**src/core/whf_defines.svh**
```systemverilog
// Timing constants for the wake handshake and fault reaction block.
`ifndef WHF_DEFINES_SVH
`define WHF_DEFINES_SVH

// Clock rate in kHz (40 MHz).
`define WHF_CLK_KHZ 40000
// Oscillator tick period in ns; timers count ticks of 1 us.
`define WHF_TICK_NS 1000
`define WHF_TICK_CYC ((`WHF_TICK_NS * `WHF_CLK_KHZ) / 1000000)
// Retry delay, nominal, in us.
`define WHF_RETRY_US 5000
// Fault-free time before an overcurrent clears, least value, in us.
`define WHF_CLEAR_US 85
// Fault-free time before a thermal fault clears, least value, in us.
`define WHF_CLEAR_TSD_US 4200
// Overcurrent filter time in us (not printed here; plain default).
`define WHF_OCP_FILT_US 4
// Initialisation time after wake-up, in ticks.
`define WHF_INIT_TICKS 16

`endif

```
**src/core/whf_pkg.sv**
```systemverilog
// Types shared by the wake handshake and fault reaction block.
package whf_pkg;

	// Main operating states of the device controller.
	typedef enum logic [2:0] {
		WHF_SLEEP,
		WHF_INIT,
		WHF_WAIT_ACK,
		WHF_STANDBY,
		WHF_FAULT_OFF,
		WHF_RETRY_ON
	} whf_state_t;

	// Fault sensing inputs grouped together.
	typedef struct packed {
		logic overcurrent_shutdown;
		logic ocp_hs_gnd;
		logic thermal_shutdown_event;
	} whf_sense_t;

	// Device strap options.
	typedef struct packed {
		logic retry_mode;
		logic serial_variant;
		logic ext_supply;
	} whf_cfg_t;

endpackage

```
**src/core/whf_core.sv**
```systemverilog
// Wake-up handshake and fault reaction controller of an H-bridge driver.
// Summary of operation
// Controller raises wake request to leave sleep.
// After wake or reset, pull fault pin low.
// Controller acknowledges wake with fault-clear command.
// On acknowledgment release pin, enter standby.
// Internal-supply variant: hold reset during regulator undervoltage.
// External-supply variant: reset follows logic supply.
// Controller acknowledges power-up with fault-clear command.
// Filtered overcurrent disables output, pulls pin low.
// Retry mode re-enables after delay, repeats.
// Thermal retry waits for cool-down, not delay.
// Clean retry keeps output; pin released after clear.
// Serial variants latch fault status until clear.
// High-side short holds sense output at clamp.
// Latch mode waits for clear or sleep pulse.
// External-supply variant has no wake request pin.
// Retry delay nominally 5 ms.
// Overcurrent clear time at least 85 us.
// Thermal clear time at least 4.2 ms.
// Hardwired controller acknowledges with sleep-pin reset pulse.
// Clear under persistent fault retrips after filter.
// Timers run from oscillator, restart on new fault.
`timescale 1ns/10ps
`include "whf_defines.svh"
module whf_core #(
	parameter int RETRY_US = `WHF_RETRY_US,
	parameter int CLEAR_TSD_US = `WHF_CLEAR_TSD_US,
	parameter int CLEAR_US = `WHF_CLEAR_US,
	parameter int OCP_FILT_US = `WHF_OCP_FILT_US,
	parameter int INIT_TICKS = `WHF_INIT_TICKS
) (
	input wire logic clk_sys,
	input wire logic rstn,
	input wire logic supply_good,
	input wire whf_pkg::whf_cfg_t cfg,
	input wire logic wake_request_pin,
	input wire logic fault_clear_command,
	input wire logic drive_enable,
	input wire whf_pkg::whf_sense_t sense,
	output logic fault_indicator_pin_o,
	output logic fault_indicator_pin_oe_n,
	output logic output_enable,
	output logic sense_clamp_active,
	output logic fault_status,
	output logic device_standby
);

	// Timers hold 16 bits of 1 us ticks.
	if (RETRY_US < 1 || RETRY_US > 65535 || CLEAR_TSD_US < 1 || CLEAR_TSD_US > 65535 ||
		CLEAR_US < 1 || CLEAR_US > 65535 || OCP_FILT_US < 1 || INIT_TICKS < 1) begin : g_chk
		$error("whf_core: timing parameter out of range");
	end

	// ==================================================================
	// Reset qualification and tick source
	// ==================================================================
	logic por_n; // Power-on reset release, low while the supply in use is low.
	logic wake_eff;
	logic tick;

	// The supply input is the regulator level on the internal-supply part and
	// the logic supply on the external one; both hold the logic in reset.
	assign por_n = rstn & supply_good; // see
	// With an external supply there is no wake pin: it reads as always high.
	assign wake_eff = cfg.ext_supply ? 1'b1 : wake_request_pin;

	whf_tick #(.DIV(`WHF_TICK_CYC)) u_tick (
		.clk_sys(clk_sys),
		.rstn(por_n),
		.tick(tick)
	);

	// ==================================================================
	// State and timers
	// ==================================================================
	whf_pkg::whf_state_t st_q;
	whf_pkg::whf_state_t st_d;
	logic wake_q;
	logic pulse_ack;
	logic ack;
	logic tsd_q;
	logic tsd_d;
	logic fstat_d;
	logic ocp_filt_done;
	logic retry_done;
	logic clr_done;
	logic init_done;
	logic retry_run;
	logic clr_run;
	logic [15:0] retry_lim;
	logic [15:0] clr_lim;

	// A wake-pin low-then-high pulse acknowledges on the hardwired part.
	assign pulse_ack = !cfg.serial_variant && wake_eff && !wake_q;
	assign ack = cfg.serial_variant ? fault_clear_command : pulse_ack; // see

	// Overcurrent must persist for the filter time before it is confirmed.
	whf_timer #(.W(16)) u_filt (
		.clk_sys(clk_sys), .rstn(por_n), .tick(tick),
		.restart(!sense.overcurrent_shutdown), .run(sense.overcurrent_shutdown && output_enable),
		.limit(16'(OCP_FILT_US)), .done(ocp_filt_done)
	);

	// The thermal restart waits for the cool-down instead of the fixed delay.
	assign retry_lim = tsd_q ? 16'(CLEAR_TSD_US) : 16'(RETRY_US); // see see
	assign retry_run = (st_q == whf_pkg::WHF_FAULT_OFF) && cfg.retry_mode && !sense.thermal_shutdown_event;
	whf_timer #(.W(16)) u_retry (
		.clk_sys(clk_sys), .rstn(por_n), .tick(tick),
		.restart(sense.thermal_shutdown_event), .run(retry_run),
		.limit(retry_lim), .done(retry_done)
	);

	// Fault-free time after a clean retry; any fault restarts it.
	assign clr_lim = 16'(CLEAR_US);
	assign clr_run = (st_q == whf_pkg::WHF_RETRY_ON);
	whf_timer #(.W(16)) u_clr (
		.clk_sys(clk_sys), .rstn(por_n), .tick(tick),
		.restart(sense.overcurrent_shutdown || sense.thermal_shutdown_event), .run(clr_run),
		.limit(clr_lim), .done(clr_done)
	);

	whf_timer #(.W(16)) u_init (
		.clk_sys(clk_sys), .rstn(por_n), .tick(tick),
		.restart(wake_eff && !wake_q), .run(st_q == whf_pkg::WHF_INIT),
		.limit(16'(INIT_TICKS)), .done(init_done)
	);

	// ==================================================================
	// Next-state logic
	// ==================================================================
	logic pin_low_d;
	logic oen_d;
	logic clamp_d;
	logic confirm;

	assign confirm = (ocp_filt_done && sense.overcurrent_shutdown) || sense.thermal_shutdown_event;

	// One process settles the state, the pin, the output and the status.
	always_comb
	begin
		st_d = st_q;
		tsd_d = tsd_q;
		fstat_d = fault_status;
		pin_low_d = !fault_indicator_pin_oe_n;
		oen_d = output_enable;
		clamp_d = sense_clamp_active;
		case (st_q)
			whf_pkg::WHF_SLEEP:
			begin
				pin_low_d = 1'b0;
				oen_d = 1'b0;
				if (wake_eff)
				begin
					st_d = whf_pkg::WHF_INIT;
					pin_low_d = 1'b1;
				end
			end
			whf_pkg::WHF_INIT:
			begin
				if (init_done)
					st_d = whf_pkg::WHF_WAIT_ACK;
			end
			whf_pkg::WHF_WAIT_ACK:
			begin
				if (ack)
				begin
					st_d = whf_pkg::WHF_STANDBY;
					pin_low_d = 1'b0;
				end
			end
			whf_pkg::WHF_STANDBY:
			begin
				oen_d = drive_enable;
				if (output_enable && confirm)
				begin
					st_d = whf_pkg::WHF_FAULT_OFF;
					oen_d = 1'b0;
					pin_low_d = 1'b1;
					fstat_d = 1'b1;
					tsd_d = sense.thermal_shutdown_event;
					clamp_d = sense.ocp_hs_gnd && !sense.thermal_shutdown_event;
				end
				else if (cfg.serial_variant && fault_status && fault_clear_command)
					fstat_d = 1'b0;
			end
			whf_pkg::WHF_FAULT_OFF:
			begin
				oen_d = 1'b0;
				if (cfg.retry_mode && retry_done && drive_enable)
				begin
					st_d = whf_pkg::WHF_RETRY_ON;
					oen_d = 1'b1;
					clamp_d = 1'b0;
				end
				else if (!cfg.retry_mode && ack)
				begin
					// Detection restarts at once, so a persisting fault retrips.
					st_d = whf_pkg::WHF_STANDBY; // see
					oen_d = drive_enable;
					pin_low_d = 1'b0;
					clamp_d = 1'b0;
					fstat_d = 1'b0;
				end
			end
			whf_pkg::WHF_RETRY_ON:
			begin
				oen_d = 1'b1;
				if (confirm)
				begin
					st_d = whf_pkg::WHF_FAULT_OFF;
					oen_d = 1'b0;
					tsd_d = sense.thermal_shutdown_event;
					clamp_d = sense.ocp_hs_gnd && !sense.thermal_shutdown_event;
				end
				else if (clr_done)
				begin
					st_d = whf_pkg::WHF_STANDBY;
					pin_low_d = 1'b0;
					fstat_d = cfg.serial_variant;
				end
			end
			default:
				st_d = whf_pkg::WHF_SLEEP;
		endcase
		// Sleep request on internal-supply parts in retry mode or serial drops the state, the output and the pin.
		if (!wake_eff && st_q != whf_pkg::WHF_SLEEP && cfg.retry_mode | cfg.serial_variant)
		begin
			st_d = whf_pkg::WHF_SLEEP;
			oen_d = 1'b0;
			pin_low_d = 1'b0;
		end
	end

	// Power-on reset wakes straight into initialisation with the pin low.
	always_ff @(posedge clk_sys or negedge por_n)
	begin
		if (!por_n)
		begin
			st_q <= whf_pkg::WHF_INIT;
			wake_q <= 1'b1;
			tsd_q <= 1'b0;
			fault_status <= 1'b0;
			fault_indicator_pin_oe_n <= 1'b0;
			fault_indicator_pin_o <= 1'b0;
			output_enable <= 1'b0;
			sense_clamp_active <= 1'b0;
			device_standby <= 1'b0;
		end
		else
		begin
			st_q <= st_d;
			wake_q <= wake_eff;
			tsd_q <= tsd_d;
			fault_status <= fstat_d;
			fault_indicator_pin_oe_n <= !pin_low_d;
			fault_indicator_pin_o <= 1'b0;
			output_enable <= oen_d;
			sense_clamp_active <= clamp_d;
			device_standby <= (st_d == whf_pkg::WHF_STANDBY);
		end
	end

	// ==================================================================
	// Checks
	// ==================================================================
	a_fault_disables: assert property (@(posedge clk_sys) disable iff (!por_n)
		(st_q == whf_pkg::WHF_FAULT_OFF) |-> !output_enable)
		else $error("output enabled while fault off");
	a_fault_pin_low: assert property (@(posedge clk_sys) disable iff (!por_n)
		(st_q == whf_pkg::WHF_FAULT_OFF && $past(st_q) != whf_pkg::WHF_FAULT_OFF
		&& $past(st_q) == whf_pkg::WHF_STANDBY) |-> !fault_indicator_pin_oe_n)
		else $error("fault pin not low on fault");
	a_ack_standby: assert property (@(posedge clk_sys) disable iff (!por_n)
		(st_q == whf_pkg::WHF_WAIT_ACK && ack && wake_eff) |=> device_standby
		&& fault_indicator_pin_oe_n)
		else $error("ack did not reach standby");
	a_wait_pin_low: assert property (@(posedge clk_sys) disable iff (!por_n)
		(st_q == whf_pkg::WHF_WAIT_ACK) |-> !fault_indicator_pin_oe_n)
		else $error("pin released before ack");
	a_clamp_off: assert property (@(posedge clk_sys) disable iff (!por_n)
		sense_clamp_active |-> !output_enable)
		else $error("clamp while output on");
	a_latch_hold: assert property (@(posedge clk_sys) disable iff (!por_n)
		(st_q == whf_pkg::WHF_FAULT_OFF && !cfg.retry_mode && !ack && wake_eff)
		|=> st_q == whf_pkg::WHF_FAULT_OFF)
		else $error("latched fault left without clear");
	a_ext_no_sleep: assert property (@(posedge clk_sys) disable iff (!por_n)
		cfg.ext_supply |-> st_q != whf_pkg::WHF_SLEEP)
		else $error("sleep without wake pin");
	a_retry_on_out: assert property (@(posedge clk_sys) disable iff (!por_n)
		(st_q == whf_pkg::WHF_RETRY_ON) |-> output_enable && !fault_indicator_pin_oe_n)
		else $error("retry state wrong outputs");

endmodule

```
**src/core/whf_tick.sv**
```systemverilog
// Internal oscillator tick divider producing a one-cycle enable pulse.
`timescale 1ns/10ps
module whf_tick #(
	parameter int DIV = 40
) (
	input wire logic clk_sys,
	input wire logic rstn,
	output logic tick
);

	// Reject a divider that cannot produce a pulse.
	if (DIV < 1) begin : g_chk
		$error("whf_tick: DIV must be at least 1");
	end

	logic [15:0] cnt_q;
	logic [15:0] cnt_d;
	logic tick_d;

	// Count down, pulse when the count reaches zero, then reload DIV-1.
	always_comb
	begin
		tick_d = (cnt_q == 16'h0000);
		cnt_d = tick_d ? 16'(DIV - 1) : cnt_q - 16'h0001;
	end

	// Register the count and the pulse.
	always_ff @(posedge clk_sys or negedge rstn)
	begin
		if (!rstn)
		begin
			cnt_q <= 16'h0000;
			tick <= 1'b0;
		end
		else
		begin
			cnt_q <= cnt_d;
			tick <= tick_d;
		end
	end

endmodule

```
**src/core/whf_timer.sv**
```systemverilog
// Restartable tick timer that flags when a programmed interval has elapsed.
`timescale 1ns/10ps
module whf_timer #(
	parameter int W = 16
) (
	input wire logic clk_sys,
	input wire logic rstn,
	input wire logic tick,
	input wire logic restart,
	input wire logic run,
	input wire logic [W-1:0] limit,
	output logic done
);

	if (W < 2) begin : g_chk
		$error("whf_timer: W must be at least 2");
	end

	logic [W-1:0] cnt_q;
	logic [W-1:0] cnt_d;
	logic done_d;

	// Restart wins over counting, so a new fault always times a fresh interval.
	always_comb
	begin
		cnt_d = cnt_q;
		done_d = done;
		if (restart || !run)
		begin
			cnt_d = '0;
			done_d = 1'b0;
		end
		else if (tick && !done)
		begin
			cnt_d = cnt_q + 1'b1;
			done_d = (cnt_d >= limit);
		end
	end

	// Register the count and the elapsed flag.
	always_ff @(posedge clk_sys or negedge rstn)
	begin
		if (!rstn)
		begin
			cnt_q <= '0;
			done <= 1'b0;
		end
		else
		begin
			cnt_q <= cnt_d;
			done <= done_d;
		end
	end

endmodule

```
**config.mk**
```make
export PLATFORM = sky130hd
export DESIGN_NAME = whf_core
export DESIGN_NICKNAME = d
export VERILOG_FILES = /design/src/core/whf_pkg.sv /design/src/core/whf_core.sv /design/src/core/whf_tick.sv /design/src/core/whf_timer.sv
export VERILOG_INCLUDE_DIRS = /design/src /design/src/core
export SDC_FILE = /design/constraint.sdc
export NUM_CORES = 1
export LEC_CHECK = 0
export ABC_AREA = 1
export BUFFER_PORTS_ARGS = -buffer_cell sky130_fd_sc_hd__buf_2
export CAP_MARGIN = 20
export CORE_UTILIZATION = 30
export CTS_CLUSTER_DIAMETER = 100
export CTS_CLUSTER_SIZE = 10
export DETAILED_ROUTE_END_ITERATION = 12
export MAX_ROUTING_LAYER = met4
export PLACE_DENSITY = 0.52
export SETUP_SLACK_MARGIN = 0.1
export SKIP_CTS_REPAIR_TIMING = 1
export SLEW_MARGIN = 20
export SYNTH_ARGS = -nofsm -noshare
export SYNTH_HDL_FRONTEND = slang
export SYNTH_HIERARCHICAL = 1
export SYNTH_SLANG_ARGS = --single-unit
```
**constraint.sdc**
```tcl
create_clock -name clk_sys -period 2.86 [get_ports clk_sys]
set_input_delay 0.572 -clock clk_sys [delete_from_list [all_inputs] [get_ports clk_sys]]
set_output_delay 0.572 -clock clk_sys [all_outputs]
set_load 0.05 [all_outputs]
```
==> metrics <==
status=finished, final reports clean; Sw Share=29.6%; Synth Cell Area=7640 um^2; critical path's most frequent cell=nand2_1; compound-gate portion of the synthesized area=8.06%; Cell Area, Placed=8390 um^2; vias in the first global route=6,278; reg2reg start=u_init/cnt_q[0]$_DFFE_PN0P_; Antenna Diode Count=0; Syn Area/Cell=6.93 um^2; Ports=18; Reg clk slew, reported paths=70 ps; CP arrival=2790 ps; skew final=11.6 ps; fin util=34.6%; clock power share=40.0%; total negative slack=0 ps; CP Max Fanout=5; fraction of layout cells with a size suffix above 1=7.45%; CTS tree=built; crit path from=u_init/cnt_q[0]$_DFFE_PN0P_; core outline area=25,100 um^2; worst setup path class=reg -> reg; Leakage Power=4.84 nW; CP Cell Sequence=ha_1, nand3_1, nor2_1, nand2_1, nor2_1, nand2_1, and2_1, ha_1, nand4_1, nor2_1, nand2_1, inv_1, nand2_1, nand2_1, nand3_1, nand2_1; adder-cell share of the synthesized area=11.3%; Port-buffer cells=16; CP endpoint kind=flop; xor and xnor area share after synthesis=4.36%; CTS Sinks=95; Yosys reg bits=95; Max Freq=0.400 GHz; CP Launch Type=flop; post-synth top area share=30.5%; Max Slew Vio Count=0; via count=6,544; Max Cap Viol=0; area grow syn2layout=13.9%; DIE WIDTH=162 um; Netlist cell types=33; EDFF count, synth=0; Synth area leader=dfrtp_1; nets@finish=1,270; main combinational cell family by area after synthesis=simple AND/OR/NAND/NOR gates; Core Rows=58; RSZ-0062 raised after global routing=false; fraction of synthesized area in multiplexers=0%; cts bufs inserted=9; H-tree depth=3; Post-synth top flop=dfrtp_1; P_sw=0.935 mW; Synth Warn #=6; drt total wl=16,800 um; DR WL/cell=11.0 um; part of the power in registers=44.9%; Clock Tree Buf Depth=2; Antenna Violating Nets Remaining=0; final RePlAce weighted congestion=0.827; # DRC=0; number of DRC markers in iteration 0=340; Simple-Gate Fraction of Synth Area=32.8%; Tcrit/Tclk final=87.4%; Vias/cell=4.29; max_slew headroom=64.5%; Int Power=2.22 mW; count of final hold-check violations=0; Async SR Flop Fraction=100%; Starting Density=30.4%; endpoints failing setup=0; first-pass GRT wire length=29,100 um; most common cell in the synthesized netlist=nand2_1; Tmin final=2500 ps; initial antenna violation count=0; post-layout instance area=8700 um^2; slew at the pin closest to its max-slew limit=532 ps; pin count of the biggest net entering global routing=57; Overflow after GRT=0; pwr dens=363 nW/um^2; largest cells by area after synthesis=dfrtp_1, nand2_1, inv_1, ha_1, nor2_1; Max IR drop VDD=0.267 mV; Worst EP required=3150 ps; CTS Root Cell=clkbuf_16; post-DP HPWL=13,200 um; worst hold path type=in -> async; Post-synth top cells=nand2_1, inv_1, dfrtp_1, nor2_1, ha_1; Die ar.=26,100 um^2; CP peak stage delay=420 ps; die height=162 um; power share of the combinational group=15.1%; Total GRT Usage=14.1%; Clk Latency, worst-skew pair=350 ps; Seq/Total Area, Yosys=31.1%; Pre-Repair DR Iteration Count=5; Max stage delay cell, worst path=dfrtp_1; cell count after synthesis=1,103
logic make-up (layout without fill, tap and decap cells):
kind of cell               Yosys count  in the layout
and+or+nand+nor                    540            540
buffers and inverters              249            282
AOI/OAI and AO/OA                  110            110
DFF                                 95             95
adders and majority gates           69             69
xor gates and xnor gates            38             38
other                                2             60
path summary, 6_finish.rpt:
check,slack (ps),cells after the start,end
max reg2reg,360,16,u_init/done$_DFFE_PN0P_
max,360,16,u_init/done$_DFFE_PN0P_
max in group asynchronous,1850,4,wake_q$_DFF_PN1_
min in group clk_sys,430,1,u_tick/cnt_q[0]$_DFF_PN0_
min reg2reg,430,1,u_tick/cnt_q[0]$_DFF_PN0_
min,310,3,u_init/cnt_q[15]$_DFFE_PN0P_
cells in the final DEF (no fill, tap or decap), types with 5 or more instances in the layout:
cell,Yosys,routed
a21oi_1,28,28
nor2_2,7,7
nand2_2,5,5
dfrtp_1,93,93
nand3_2,7,7
inv_2,5,5
nor3_4,12,12
inv_1,239,238
nor2_1,87,87
nand3_1,59,59
conb_1,2,60
xor2_1,35,35
o22ai_1,20,20
nand4_1,28,28
buf_4,1,5
nor3_1,15,15
nand2_1,300,300
buf_2,0,16
ha_1,69,69
clkbuf_16,0,9
and2_1,12,12
o21ai_1,29,29
o21ai_0,23,23
critical path: cells and delay by family, from the launching register on:
kind                       cells  cell delay (ps)
and+or+nand+nor               13             1480
adders and majority gates      2              500
DFF                            1              420
buffers and inverters          1               50
flip-flops by register name, summed over array words and instances, names as in the netlist:
signal,cells
u_tick/tick,1
device_standby,1
u_clr/done,1
u_clr/cnt_q,16
fault_status,1
st_q,3
u_init/done,1
sense_clamp_active,1
wake_q,1
fault_indicator_pin_oe_n,1
u_filt/done,1
tsd_q,1
u_filt/cnt_q,16
u_retry/cnt_q,16
output_enable,1
u_retry/done,1
u_init/cnt_q,16
u_tick/cnt_q,16
layout make-up:
type | count | area (um^2)
Clock buffer | 10 | 239
Fill cell | 2738 | 16400
Clock inverter | 6 | 70.1
Multi-Input combinational cell | 817 | 4540
Sequential cell | 95 | 2380
Inverter | 244 | 920
Tap cell | 330 | 413
Timing Repair Buffer | 22 | 138
through the flow:
step | power, mW | hold slack, ps | setup WS, ps | cells
after floorplan | 1.79 | 409 | 846 | 1161
after global placement | 1.93 | 427 | 467 | 1508
after detailed placement | 1.92 | 426 | 440 | 1508
after CTS | 3.23 | 312 | 413 | 1524
after global routing | 3.34 | 341 | 168 | 1524
final | 3.16 | 308 | 360 | 1524
power groups by stage:
stage,clock network [mW],registers (mW),logic (mW)
floorplan,0,1.49,0.302
global placement,0,1.45,0.479
detailed placement,0,1.45,0.478
CTS,1.33,1.42,0.482
global route,1.36,1.42,0.556
finish,1.26,1.42,0.477
routing by layer:
| metal | track usage, % | up-vias | wire length (um) |
|---|---|---|---|
| li1 | - | 3567 | - |
| met4 | 2.19 | 0 | 99 |
| met3 | 2.49 | 8 | 429 |
| met5 | - | - | 0 |
| met1 | 19.0 | 2907 | 8680 |
| met2 | 22.3 | 62 | 7550 |
Note: power is estimated with default switching activity, not from simulation.
